`config.mk`:
```
export PLATFORM = sky130hd
export DESIGN_NAME = eth_rx_buffer_count_status
export DESIGN_NICKNAME = d
export VERILOG_FILES = /design/src/shared/eth_status_pkg.sv /design/src/logic/pin_sync.sv /design/src/logic/eth_rx_buffer_count_status.sv
export SDC_FILE = /design/constraint.sdc
export NUM_CORES = 1
export LEC_CHECK = 0
export BUFFER_PORTS_ARGS = -buffer_cell sky130_fd_sc_hd__buf_2
export CORE_ASPECT_RATIO = 0.9
export CORE_MARGIN = 1
export CORE_UTILIZATION = 44
export DETAILED_ROUTE_END_ITERATION = 8
export GPL_TIMING_DRIVEN = 1
export MAX_ROUTING_LAYER = met4
export PLACE_DENSITY = 0.76
export RECOVER_POWER = 50
export REMOVE_ABC_BUFFERS = 1
export SLEW_MARGIN = 20
export SYNTH_ARGS = -nofsm -noshare
export SYNTH_HDL_FRONTEND = slang
export SYNTH_HIERARCHICAL = 1
export SYNTH_SLANG_ARGS = --single-unit
```
`constraint.sdc`:
```
create_clock -name clk -period 2.8 [get_ports clk]
set_clock_uncertainty 0.05 [all_clocks]
set_input_delay 0.42 -clock clk [delete_from_list [all_inputs] [get_ports clk]]
set_output_delay 0.42 -clock clk [all_outputs]
set_load 0.1 [all_outputs]
```
`src/shared/eth_status_pkg.sv`:
```
// shared constants for the receive buffer count and status block
package eth_status_pkg;
    // register offsets (byte addresses, word aligned)
    localparam logic [7:0] STATUS_OFS    = 8'h00; // ethernet_controller_status
    localparam logic [7:0] CONTROL_OFS   = 8'h04; // ethernet_control_one
    localparam logic [7:0] IRQ_EN_OFS    = 8'h08; // ethernet_irq_enable_reg
    localparam logic [7:0] IRQ_STAT_OFS  = 8'h0c; // sticky event status
    localparam logic [7:0] RESET_REG_OFS = 8'h10; // controller_reset_register
    // status register fields
    localparam int COUNT_LSB      = 16;
    localparam int COUNT_W        = 8;
    localparam int MOD_BUSY_BIT   = 7;
    localparam int TX_BUSY_BIT    = 6;
    localparam int RX_BUSY_BIT    = 5;
    // control register fields
    localparam int MOD_ON_BIT     = 15;
    localparam int FLOW_EN_BIT    = 1;
    localparam int DEC_BIT        = 0;
    // event bits shared by the mask and sticky status registers
    localparam int EV_PEND_BIT    = 0;
    localparam int EV_FULL_BIT    = 1;
    localparam int EV_W           = 2;
    // count limits and reset values
    localparam logic [7:0] COUNT_MAX   = 8'hff;
    localparam logic [7:0] COUNT_RST   = 8'h00;
    localparam logic [1:0] EV_RST      = 2'h0;
    // cycles the module stays busy after switch-off with no traffic
    localparam int DRAIN_NS       = 40;
    localparam int CLK_NS         = 4;
    localparam int DRAIN_CYC      = (DRAIN_NS + CLK_NS - 1) / CLK_NS;
endpackage

```
`src/logic/pin_sync.sv`:
```
// three flop synchroniser with agreement filter for one level input
`timescale 1ns/1ps
module pin_sync (
    input  wire logic clk,
    input  wire logic nrst,
    input  wire logic din,
    output logic      dout
);
    logic [2:0] stage_ff;   // stage 0 read only by stage 1
    logic [2:0] nxt_stage;
    logic       out_ff;     // filtered level
    logic       nxt_out;

    // shift and accept a change once the last two agree
    always_comb begin
        nxt_stage = {stage_ff[1:0], din};
        nxt_out   = (stage_ff[2] == stage_ff[1]) ? stage_ff[2] : out_ff;
    end

    // registers only
    always_ff @(posedge clk) begin
        if (!nrst) begin
            stage_ff <= 3'h0;
            out_ff   <= 1'b0;
        end else begin
            stage_ff <= nxt_stage;
            out_ff   <= nxt_out;
        end
    end

    assign dout = out_ff;
endmodule

```
`src/logic/eth_rx_buffer_count_status.sv`:
```
// receive buffer count, busy flags, control and interrupt registers
`timescale 1ns/1ps
//////////////////////////////////////////////////////////////////////////////
module eth_rx_buffer_count_status #(
    parameter int DESC_W = 8 // width of per-packet descriptor count
) (
    input  wire logic              clk,
    input  wire logic              nrst,
    input  wire logic [7:0]        regAddr,
    input  wire logic [31:0]       regWdata,
    input  wire logic              regWr,
    input  wire logic              regRd,
    output logic      [31:0]       regRdata,
    input  wire logic              pktDone,     // good packet, one cycle
    input  wire logic [DESC_W-1:0] pktDescs,    // descriptors it used
    input  wire logic              txActive,    // transmit engine working
    input  wire logic              rxActive,    // receive engine working
    input  wire logic              rxPinActive, // raw receive pin activity
    output logic                   rxStall,     // halt receive processing
    output logic                   moduleOn,    // module enable
    output logic                   pendFlag,    // packet pending level
    output logic                   irq
);
    //////////////////////////////////////////////////////////////////////////
    // state
    logic [7:0]  count_ff;      // packet_buffer_count
    logic [7:0]  nxt_count;
    logic        on_ff;         // module enable
    logic        nxt_on;
    logic        flow_ff;       // automatic flow control enable
    logic        nxt_flow;
    logic [1:0]  irqEn_ff;      // event mask
    logic [1:0]  nxt_irqEn;
    logic [1:0]  irqStat_ff;    // sticky events
    logic [1:0]  nxt_irqStat;
    logic        transmit_busy_flag_ff;
    logic        nxt_transmit_busy_flag;
    logic        receive_busy_flag_ff;
    logic        nxt_receive_busy_flag;
    logic [3:0]  drain_ff;      // post switch-off drain counter
    logic [3:0]  nxt_drain;
    logic        busy_ff;       // module_busy_flag
    logic        nxt_busy;
    logic        stall_ff;
    logic        nxt_stall;
    logic        pend_ff;
    logic        nxt_pend;
    logic        irqOut_ff;
    logic        nxt_irqOut;
    logic [31:0] rdata_ff;
    logic [31:0] nxt_rdata;
    logic        rxPinSync;     // filtered raw pin activity

    // helper wires
    logic        decReq;
    logic        incReq;
    logic        rstWr;
    logic [8:0]  sum;
    logic [1:0]  events;

    localparam logic [3:0] DRAIN_LOAD = 4'(eth_status_pkg::DRAIN_CYC);

    //////////////////////////////////////////////////////////////////////////
    // pin activity sync; raw pin keeps receive busy alive
    pin_sync u_rx_sync (
        .clk  (clk),
        .nrst (nrst),
        .din  (rxPinActive),
        .dout (rxPinSync)
    );

    //////////////////////////////////////////////////////////////////////////
    // decode: decrement is a write strobe, never a stored bit
    always_comb begin
        decReq = regWr && regAddr == eth_status_pkg::CONTROL_OFS &&
                 regWdata[eth_status_pkg::DEC_BIT];
        rstWr  = regWr && regAddr == eth_status_pkg::RESET_REG_OFS;
        incReq = pktDone && !stall_ff;
    end

    //////////////////////////////////////////////////////////////////////////
    // buffer count next value
    always_comb begin
        sum       = {1'b0, count_ff} + {{(9-DESC_W){1'b0}}, pktDescs};
        nxt_count = count_ff;
        if (rstWr) begin
            nxt_count = eth_status_pkg::COUNT_RST;
        end else if (incReq && decReq) begin
            nxt_count = count_ff;
        end else if (incReq) begin
            // saturate rather than wrap
            nxt_count = sum[8] ? eth_status_pkg::COUNT_MAX : sum[7:0];
        end else if (decReq) begin
            if (count_ff != 8'h00) begin
                nxt_count = count_ff - 8'h01;
            end
        end
        // enable bit deliberately absent here
    end

    //////////////////////////////////////////////////////////////////////////
    // control, mask and busy next values
    always_comb begin
        nxt_on     = on_ff;
        nxt_flow   = flow_ff;
        nxt_irqEn  = irqEn_ff;
        if (regWr && regAddr == eth_status_pkg::CONTROL_OFS) begin
            nxt_on   = regWdata[eth_status_pkg::MOD_ON_BIT];
            nxt_flow = regWdata[eth_status_pkg::FLOW_EN_BIT];
        end
        if (regWr && regAddr == eth_status_pkg::IRQ_EN_OFS) begin
            nxt_irqEn = regWdata[eth_status_pkg::EV_W-1:0];
        end
        // transmit busy follows its engine, receive busy its engine or the synced pin; off clears both
        nxt_transmit_busy_flag = on_ff && txActive;
        nxt_receive_busy_flag = on_ff && (rxActive || rxPinSync);
        // drain timer restarts while on or either engine is active; pin activity does not restart it
        if (on_ff || txActive || rxActive) begin
            nxt_drain = DRAIN_LOAD;
        end else if (drain_ff != 4'h0) begin
            nxt_drain = drain_ff - 4'h1;
        end else begin
            nxt_drain = 4'h0;
        end
        nxt_busy = on_ff || txActive || rxActive || drain_ff != 4'h0;
        // stall only when flow control on and count full
        nxt_stall = nxt_flow && nxt_count == eth_status_pkg::COUNT_MAX;
        nxt_pend  = nxt_count != 8'h00;
    end

    //////////////////////////////////////////////////////////////////////////
    // sticky events: set beats the clear-on-read
    always_comb begin
        events = 2'h0;
        events[eth_status_pkg::EV_PEND_BIT] = nxt_pend && !pend_ff;
        events[eth_status_pkg::EV_FULL_BIT] = nxt_stall && !stall_ff;
        nxt_irqStat = irqStat_ff;
        if (regRd && regAddr == eth_status_pkg::IRQ_STAT_OFS) begin
            nxt_irqStat = 2'h0;
        end
        nxt_irqStat = nxt_irqStat | events;
        // pending interrupt is a level on the flag itself
        nxt_irqOut = |(nxt_irqStat & nxt_irqEn) ||
                     (nxt_pend && nxt_irqEn[eth_status_pkg::EV_PEND_BIT]);
    end

    //////////////////////////////////////////////////////////////////////////
    // read mux; unmapped addresses read zero
    always_comb begin
        nxt_rdata = 32'h0;
        if (regRd) begin
            case (regAddr)
                eth_status_pkg::STATUS_OFS: begin
                    nxt_rdata[eth_status_pkg::COUNT_LSB +: 8] = count_ff;
                    nxt_rdata[eth_status_pkg::MOD_BUSY_BIT]  = busy_ff;
                    nxt_rdata[eth_status_pkg::TX_BUSY_BIT]   = transmit_busy_flag_ff;
                    nxt_rdata[eth_status_pkg::RX_BUSY_BIT]   = receive_busy_flag_ff;
                end
                eth_status_pkg::CONTROL_OFS: begin
                    nxt_rdata[eth_status_pkg::MOD_ON_BIT]  = on_ff;
                    nxt_rdata[eth_status_pkg::FLOW_EN_BIT] = flow_ff;
                end
                eth_status_pkg::IRQ_EN_OFS: begin
                    nxt_rdata[1:0] = irqEn_ff;
                end
                eth_status_pkg::IRQ_STAT_OFS: begin
                    nxt_rdata[1:0] = irqStat_ff;
                end
                default: begin
                    nxt_rdata = 32'h0;
                end
            endcase
        end
    end

    //////////////////////////////////////////////////////////////////////////
    // registers only
    always_ff @(posedge clk) begin
        if (!nrst) begin
            count_ff   <= eth_status_pkg::COUNT_RST;
            on_ff      <= 1'b0;
            flow_ff    <= 1'b0;
            irqEn_ff   <= eth_status_pkg::EV_RST;
            irqStat_ff <= eth_status_pkg::EV_RST;
            transmit_busy_flag_ff  <= 1'b0;
            receive_busy_flag_ff  <= 1'b0;
            drain_ff   <= 4'h0;
            busy_ff    <= 1'b0;
            stall_ff   <= 1'b0;
            pend_ff    <= 1'b0;
            irqOut_ff  <= 1'b0;
            rdata_ff   <= 32'h0;
        end else begin
            count_ff   <= nxt_count;
            on_ff      <= nxt_on;
            flow_ff    <= nxt_flow;
            irqEn_ff   <= nxt_irqEn;
            irqStat_ff <= nxt_irqStat;
            transmit_busy_flag_ff  <= nxt_transmit_busy_flag;
            receive_busy_flag_ff  <= nxt_receive_busy_flag;
            drain_ff   <= nxt_drain;
            busy_ff    <= nxt_busy;
            stall_ff   <= nxt_stall;
            pend_ff    <= nxt_pend;
            irqOut_ff  <= nxt_irqOut;
            rdata_ff   <= nxt_rdata;
        end
    end

    assign regRdata = rdata_ff;
    assign rxStall  = stall_ff;
    assign moduleOn = on_ff;
    assign pendFlag = pend_ff;
    assign irq      = irqOut_ff;

    //////////////////////////////////////////////////////////////////////////
    // checks
    count_sat_a: assert property (@(posedge clk) disable iff (!nrst)
        $past(count_ff) == 8'hff && count_ff == 8'h00 |-> $past(rstWr)
        ) else $error("count wrapped from max");
    count_floor_a: assert property (@(posedge clk) disable iff (!nrst)
        $past(count_ff) == 8'h00 && $past(decReq) && !$past(incReq)
        |-> count_ff == 8'h00) else $error("count rolled under");
    both_hold_a: assert property (@(posedge clk) disable iff (!nrst)
        incReq && decReq && !rstWr |=> $stable(count_ff)
        ) else $error("count moved on clash");
    dec_step_a: assert property (@(posedge clk) disable iff (!nrst)
        decReq && !incReq && !rstWr && count_ff != 8'h00
        |=> count_ff == $past(count_ff) - 8'h01) else $error("bad dec");
    inc_add_a: assert property (@(posedge clk) disable iff (!nrst)
        incReq && !decReq && !rstWr && sum[8] == 1'b0
        |=> count_ff == $past(sum[7:0])) else $error("bad inc");
    rst_clear_a: assert property (@(posedge clk) disable iff (!nrst)
        rstWr |=> count_ff == 8'h00) else $error("reset write kept count");
    stall_full_a: assert property (@(posedge clk) disable iff (!nrst)
        rxStall == (flow_ff && count_ff == 8'hff)
        ) else $error("stall mismatch");
    no_stall_a: assert property (@(posedge clk) disable iff (!nrst)
        !flow_ff |-> !rxStall) else $error("stall without flow");
    pend_flag_a: assert property (@(posedge clk) disable iff (!nrst)
        pendFlag == (count_ff != 8'h00)) else $error("pending mismatch");
    off_keep_a: assert property (@(posedge clk) disable iff (!nrst)
        on_ff && !nxt_on && !incReq && !decReq && !rstWr
        |=> $stable(count_ff)) else $error("off cleared count");
    busy_on_a: assert property (@(posedge clk) disable iff (!nrst)
        on_ff |=> busy_ff) else $error("busy low while on");
    off_clr_a: assert property (@(posedge clk) disable iff (!nrst)
        !on_ff |=> !transmit_busy_flag_ff && !receive_busy_flag_ff) else $error("busy kept off");

    //////////////////////////////////////////////////////////////////////////
    // decode and drain checks
    // decrement bit is never stored, so it always reads back clear
    dec_pulse_a: assert property (@(posedge clk) disable iff (!nrst)
        regRd && regAddr == eth_status_pkg::CONTROL_OFS
        |=> !regRdata[eth_status_pkg::DEC_BIT]) else $error("dec stuck");
    // busy has to fall once the drain timer has run out
    busy_idle_a: assert property (@(posedge clk) disable iff (!nrst)
        !on_ff && !txActive && !rxActive && drain_ff == 4'h0
        |=> !busy_ff) else $error("busy stuck idle");
endmodule

```
==> impl_results.md <==
* Area taken by multi-input logic gates at about 1500 sq um
* Post-synth top area share at roughly a third
* Syn Std Cell Area at roughly 2400 sq um
* Global-route wire length before repair at between 10 and 15 mm
* Drt via density at between 5 and 6
* Utilization after layout at 59.4%
* Clock Power Share at between 20% and 30%
* Internal power at 1.09 mW
* Worst Path Required at about 3.0 ns
* Initial core utilization at 45.9%
* Critical path, cell by cell: ha_1, fa_1, buf_4, a21o_1, a21oi_1, xnor2_1, o21a_1, nand3_2, or3_4, o32ai_2
* Switch Pwr at 0.592 mW
* Fin. Hold Viols at 0
* Post-route cell area at 3140 sq um
* Worst hold-check path type: input port to flip-flop
* Critical Path Source Type: flip-flop
* Final nets at 437
* Worst EP arrival at 2.87 ns
* Maximum VDD drop at ~0.28 mV
* ANT nets after route at 0
* Tot Pwr at ~1.7 mW
* Hold path depth at 2
* Stages on the worst setup path at 10
* Synth Flop Type: dfxtp_1
* Total Die Area at 5820 sq um
* Htree depth at 2
* Vias in the first global route at 2,272
* Final setup fails at 0
* Root buffer cell: clkbuf_8
* DR WL/cell at 14.6 um
* Vias at 2,350
* CP max stage cell: fa_1
* Initial DRC count at ~140
* Count leader, synth: dfxtp_1
* Fin Hold WS at 0.279 ns
* CTS buffer count at 5
* Pin count of the biggest net entering global routing at 17
* Library cells used by synthesis at 63
* Largest area contributor in the netlist: dfxtp_1
* # Max-Cap Violations at 0
* Avg Inst Size Synth at between 8 and 9 sq um
* TritonCTS clock tree: built
* Fill cells at 470
* PD cells at 536 nW/um^2
* GRT overflow at 0
* Crit path largest cell delay at between 0.4 and 0.5 ns
* Combinational power share at 33.1%
* Worst-path fanout max at 3
* Die Y at 72.5 um
* Die X at 80.3 um
* Count of warnings emitted by yosys at 6
* Flop pwr share at 38.8%
* P_leak at 1.36 nW
* PortBufs at 44
* Post-CTS Hold Buffers at 0
* Worst Setup End Kind: flip-flop
* Core area at 5290 sq um
* FP Rows at 25
* Post-synth EDFFs at 0
* Sw Ratio at 35.2%
* Slew Limit Fails at 0
* CP Buf/Inv Count at 1
* Clock sinks at 42
* Top post-synthesis cells by area: dfxtp_1 (35%), buf_4 (5.6%), ha_1 (5.2%)
* DRC viols at 0
* Ant diodes at 0
* Post-synth top cells: dfxtp_1 (42), nor2_1 (24), buf_4 (18), a21oi_1 (17), nand2_1 (16)
* Cell count after synthesis at ~280
* Area post-placement at around 3000 sq um
* F_max at ~0.37 GHz
* Share of layout cells above drive strength 1 at 29.1%
* Final period util at ~97%
* CP Class: flip-flop to flip-flop
* Slew headroom at between 20% and 30%
* Hpwl dp at slightly below 5 mm
* Top Ports at 92
* Clk pin slew, worst setup/hold paths at 0.08 ns
* Status: complete, no violations
* Kind of cell adding the most delay to the critical path: compound AO/OA/AOI/OAI gates
* Final min period at 2.71 ns
* Tot GR Track Use at 23.5%
* Worst-Skew Late Latency at slightly below 0.3 ns
* Register area share after synthesis at 34.6%
* Max Buffers Root-to-Sink at 2
* Fin cells at 438
* GPL Wtd Cong at 0.913
* Post-Place Cells at about 430
* 1st-pass router iterations at 4
* DRT Wirelength at roughly 6.4 mm
* Synthesis-stage register bit count at between 40 and 50
* FFs w/ async S/R, synth at 0%
* Worst Tran Pin Value at 1.17 ns
* R2R depth at 10
* Initial antenna violation count at 0
* Synthesis-to-layout area growth at 29.3%
* Reg area at between 800 and 900 sq um
==> final cells by class <==
| type | count | share of cell area (%) |
|---|---|---|
| Multi-Input combinational cell | 222 | 48.9 |
| Sequential cell | 42 | 26.8 |
| Timing Repair Buffer | 88 | 16.8 |
| Tap cell | 67 | 2.67 |
| Clock buffer | 6 | 2.31 |
| Inverter | 11 | 1.32 |
| Clock inverter | 2 | 1.20 |
==> path summary, 6_finish.rpt <==
| path | slack [ns] | startpoint | to |
|---|---|---|---|
| setup / recovery | 0.09 | count_ff[0] | irqStat_ff[1] |
| hold reg to reg | 0.38 | busy_ff | regRdata[7] |
| hold / removal | 0.28 | rxPinActive | u_rx_sync/stage_ff[0] |
| setup reg to reg | 0.09 | count_ff[0] | irqStat_ff[1] |
==> worst register-to-register path, cell delays in order, from the launching register on <==
cell,delay (ns)
dfxtp_2,0.35
ha_1,0.22
fa_1,0.43
buf_4,0.17
a21o_1,0.18
a21oi_1,0.18
xnor2_1,0.14
o21a_1,0.22
nand3_2,0.11
or3_4,0.39
o32ai_2,0.19
==> sequential cells by signal, summed over array words and instances, names as in the netlist <==
signal,cells
busy_ff,1
count_ff,8
drain_ff,4
flow_ff,1
irq,1
irqEn_ff,2
irqStat_ff,2
moduleOn,1
pendFlag,1
receive_busy_flag_ff,1
regRdata,14
rxStall,1
transmit_busy_flag_ff,1
u_rx_sync/dout,1
u_rx_sync/stage_ff,3
==> power groups by stage <==
| stage | logic, mW | registers, mW | clock network [mW] |
|---|---|---|---|
| after CTS | 0.520 | 0.651 | 0.473 |
| after detailed placement | 0.514 | 0.665 | 0 |
| after global placement | 0.506 | 0.665 | 0 |
| final | 0.556 | 0.653 | 0.473 |
| after floorplan | 0.345 | 0.664 | 0 |
| after global routing | 0.605 | 0.656 | 0.507 |
==> per-layer routing <==
metal	GRT usage (%)	wire, um
met4	4.76	55
met1	30.2	2990
met3	4.15	373
met2	38.7	2990
met5	-	0
==> layout by cell type, fill, tap and decap left out, types with 3 or more instances in the layout <==
cell / instances
nand3_1: 9
conb_1: 18
mux2i_1: 7
buf_4: 44
dfxtp_1: 41
ha_1: 10
clkbuf_8: 5
nand2b_1: 5
nand2_1: 16
a21oi_1: 13
clkbuf_1: 20
nor2_1: 24
or4_1: 3
a21oi_2: 4
buf_2: 25
inv_1: 11
a31oi_1: 3
o31ai_1: 3
nand4_1: 4
a311oi_1: 3
and3_1: 3
nor4_1: 7
or2_2: 3
o21ai_0: 6
nor3_1: 10
and2_1: 13
==> cells by family after synthesis <==
| kind of cell | Yosys count | share of synthesized area, % |
|---|---|---|
| AOI/OAI and AO/OA | 65 | 19.5 |
| adders and majority gates | 11 | 5.98 |
| other | 1 | 0.154 |
| and+or+nand+nor | 115 | 26.4 |
| xor gates and xnor gates | 4 | 1.44 |
| buffers and inverters | 34 | 8.04 |
| DFF | 42 | 34.6 |
| muxes | 9 | 3.81 |
==> metrics by stage <==
stage / setup slack, ns / TNS (ns)
after global routing: -0.00745 / -0.00745
after floorplan: -0.314 / -1.10
after CTS: 0.0431 / 0
after global placement: -0.217 / -0.924
final: 0.0929 / 0
after detailed placement: -0.251 / -0.947
==> repair_timing <==
action / in CTS / in global routing
setup buffers: 0 / 1
setup endpoints to repair: 2 / 5
gates cloned: 0 / 0
resized for setup: 2 / 16
pin swaps: 0 / 7
Note: power is estimated with default switching activity, not from simulation.
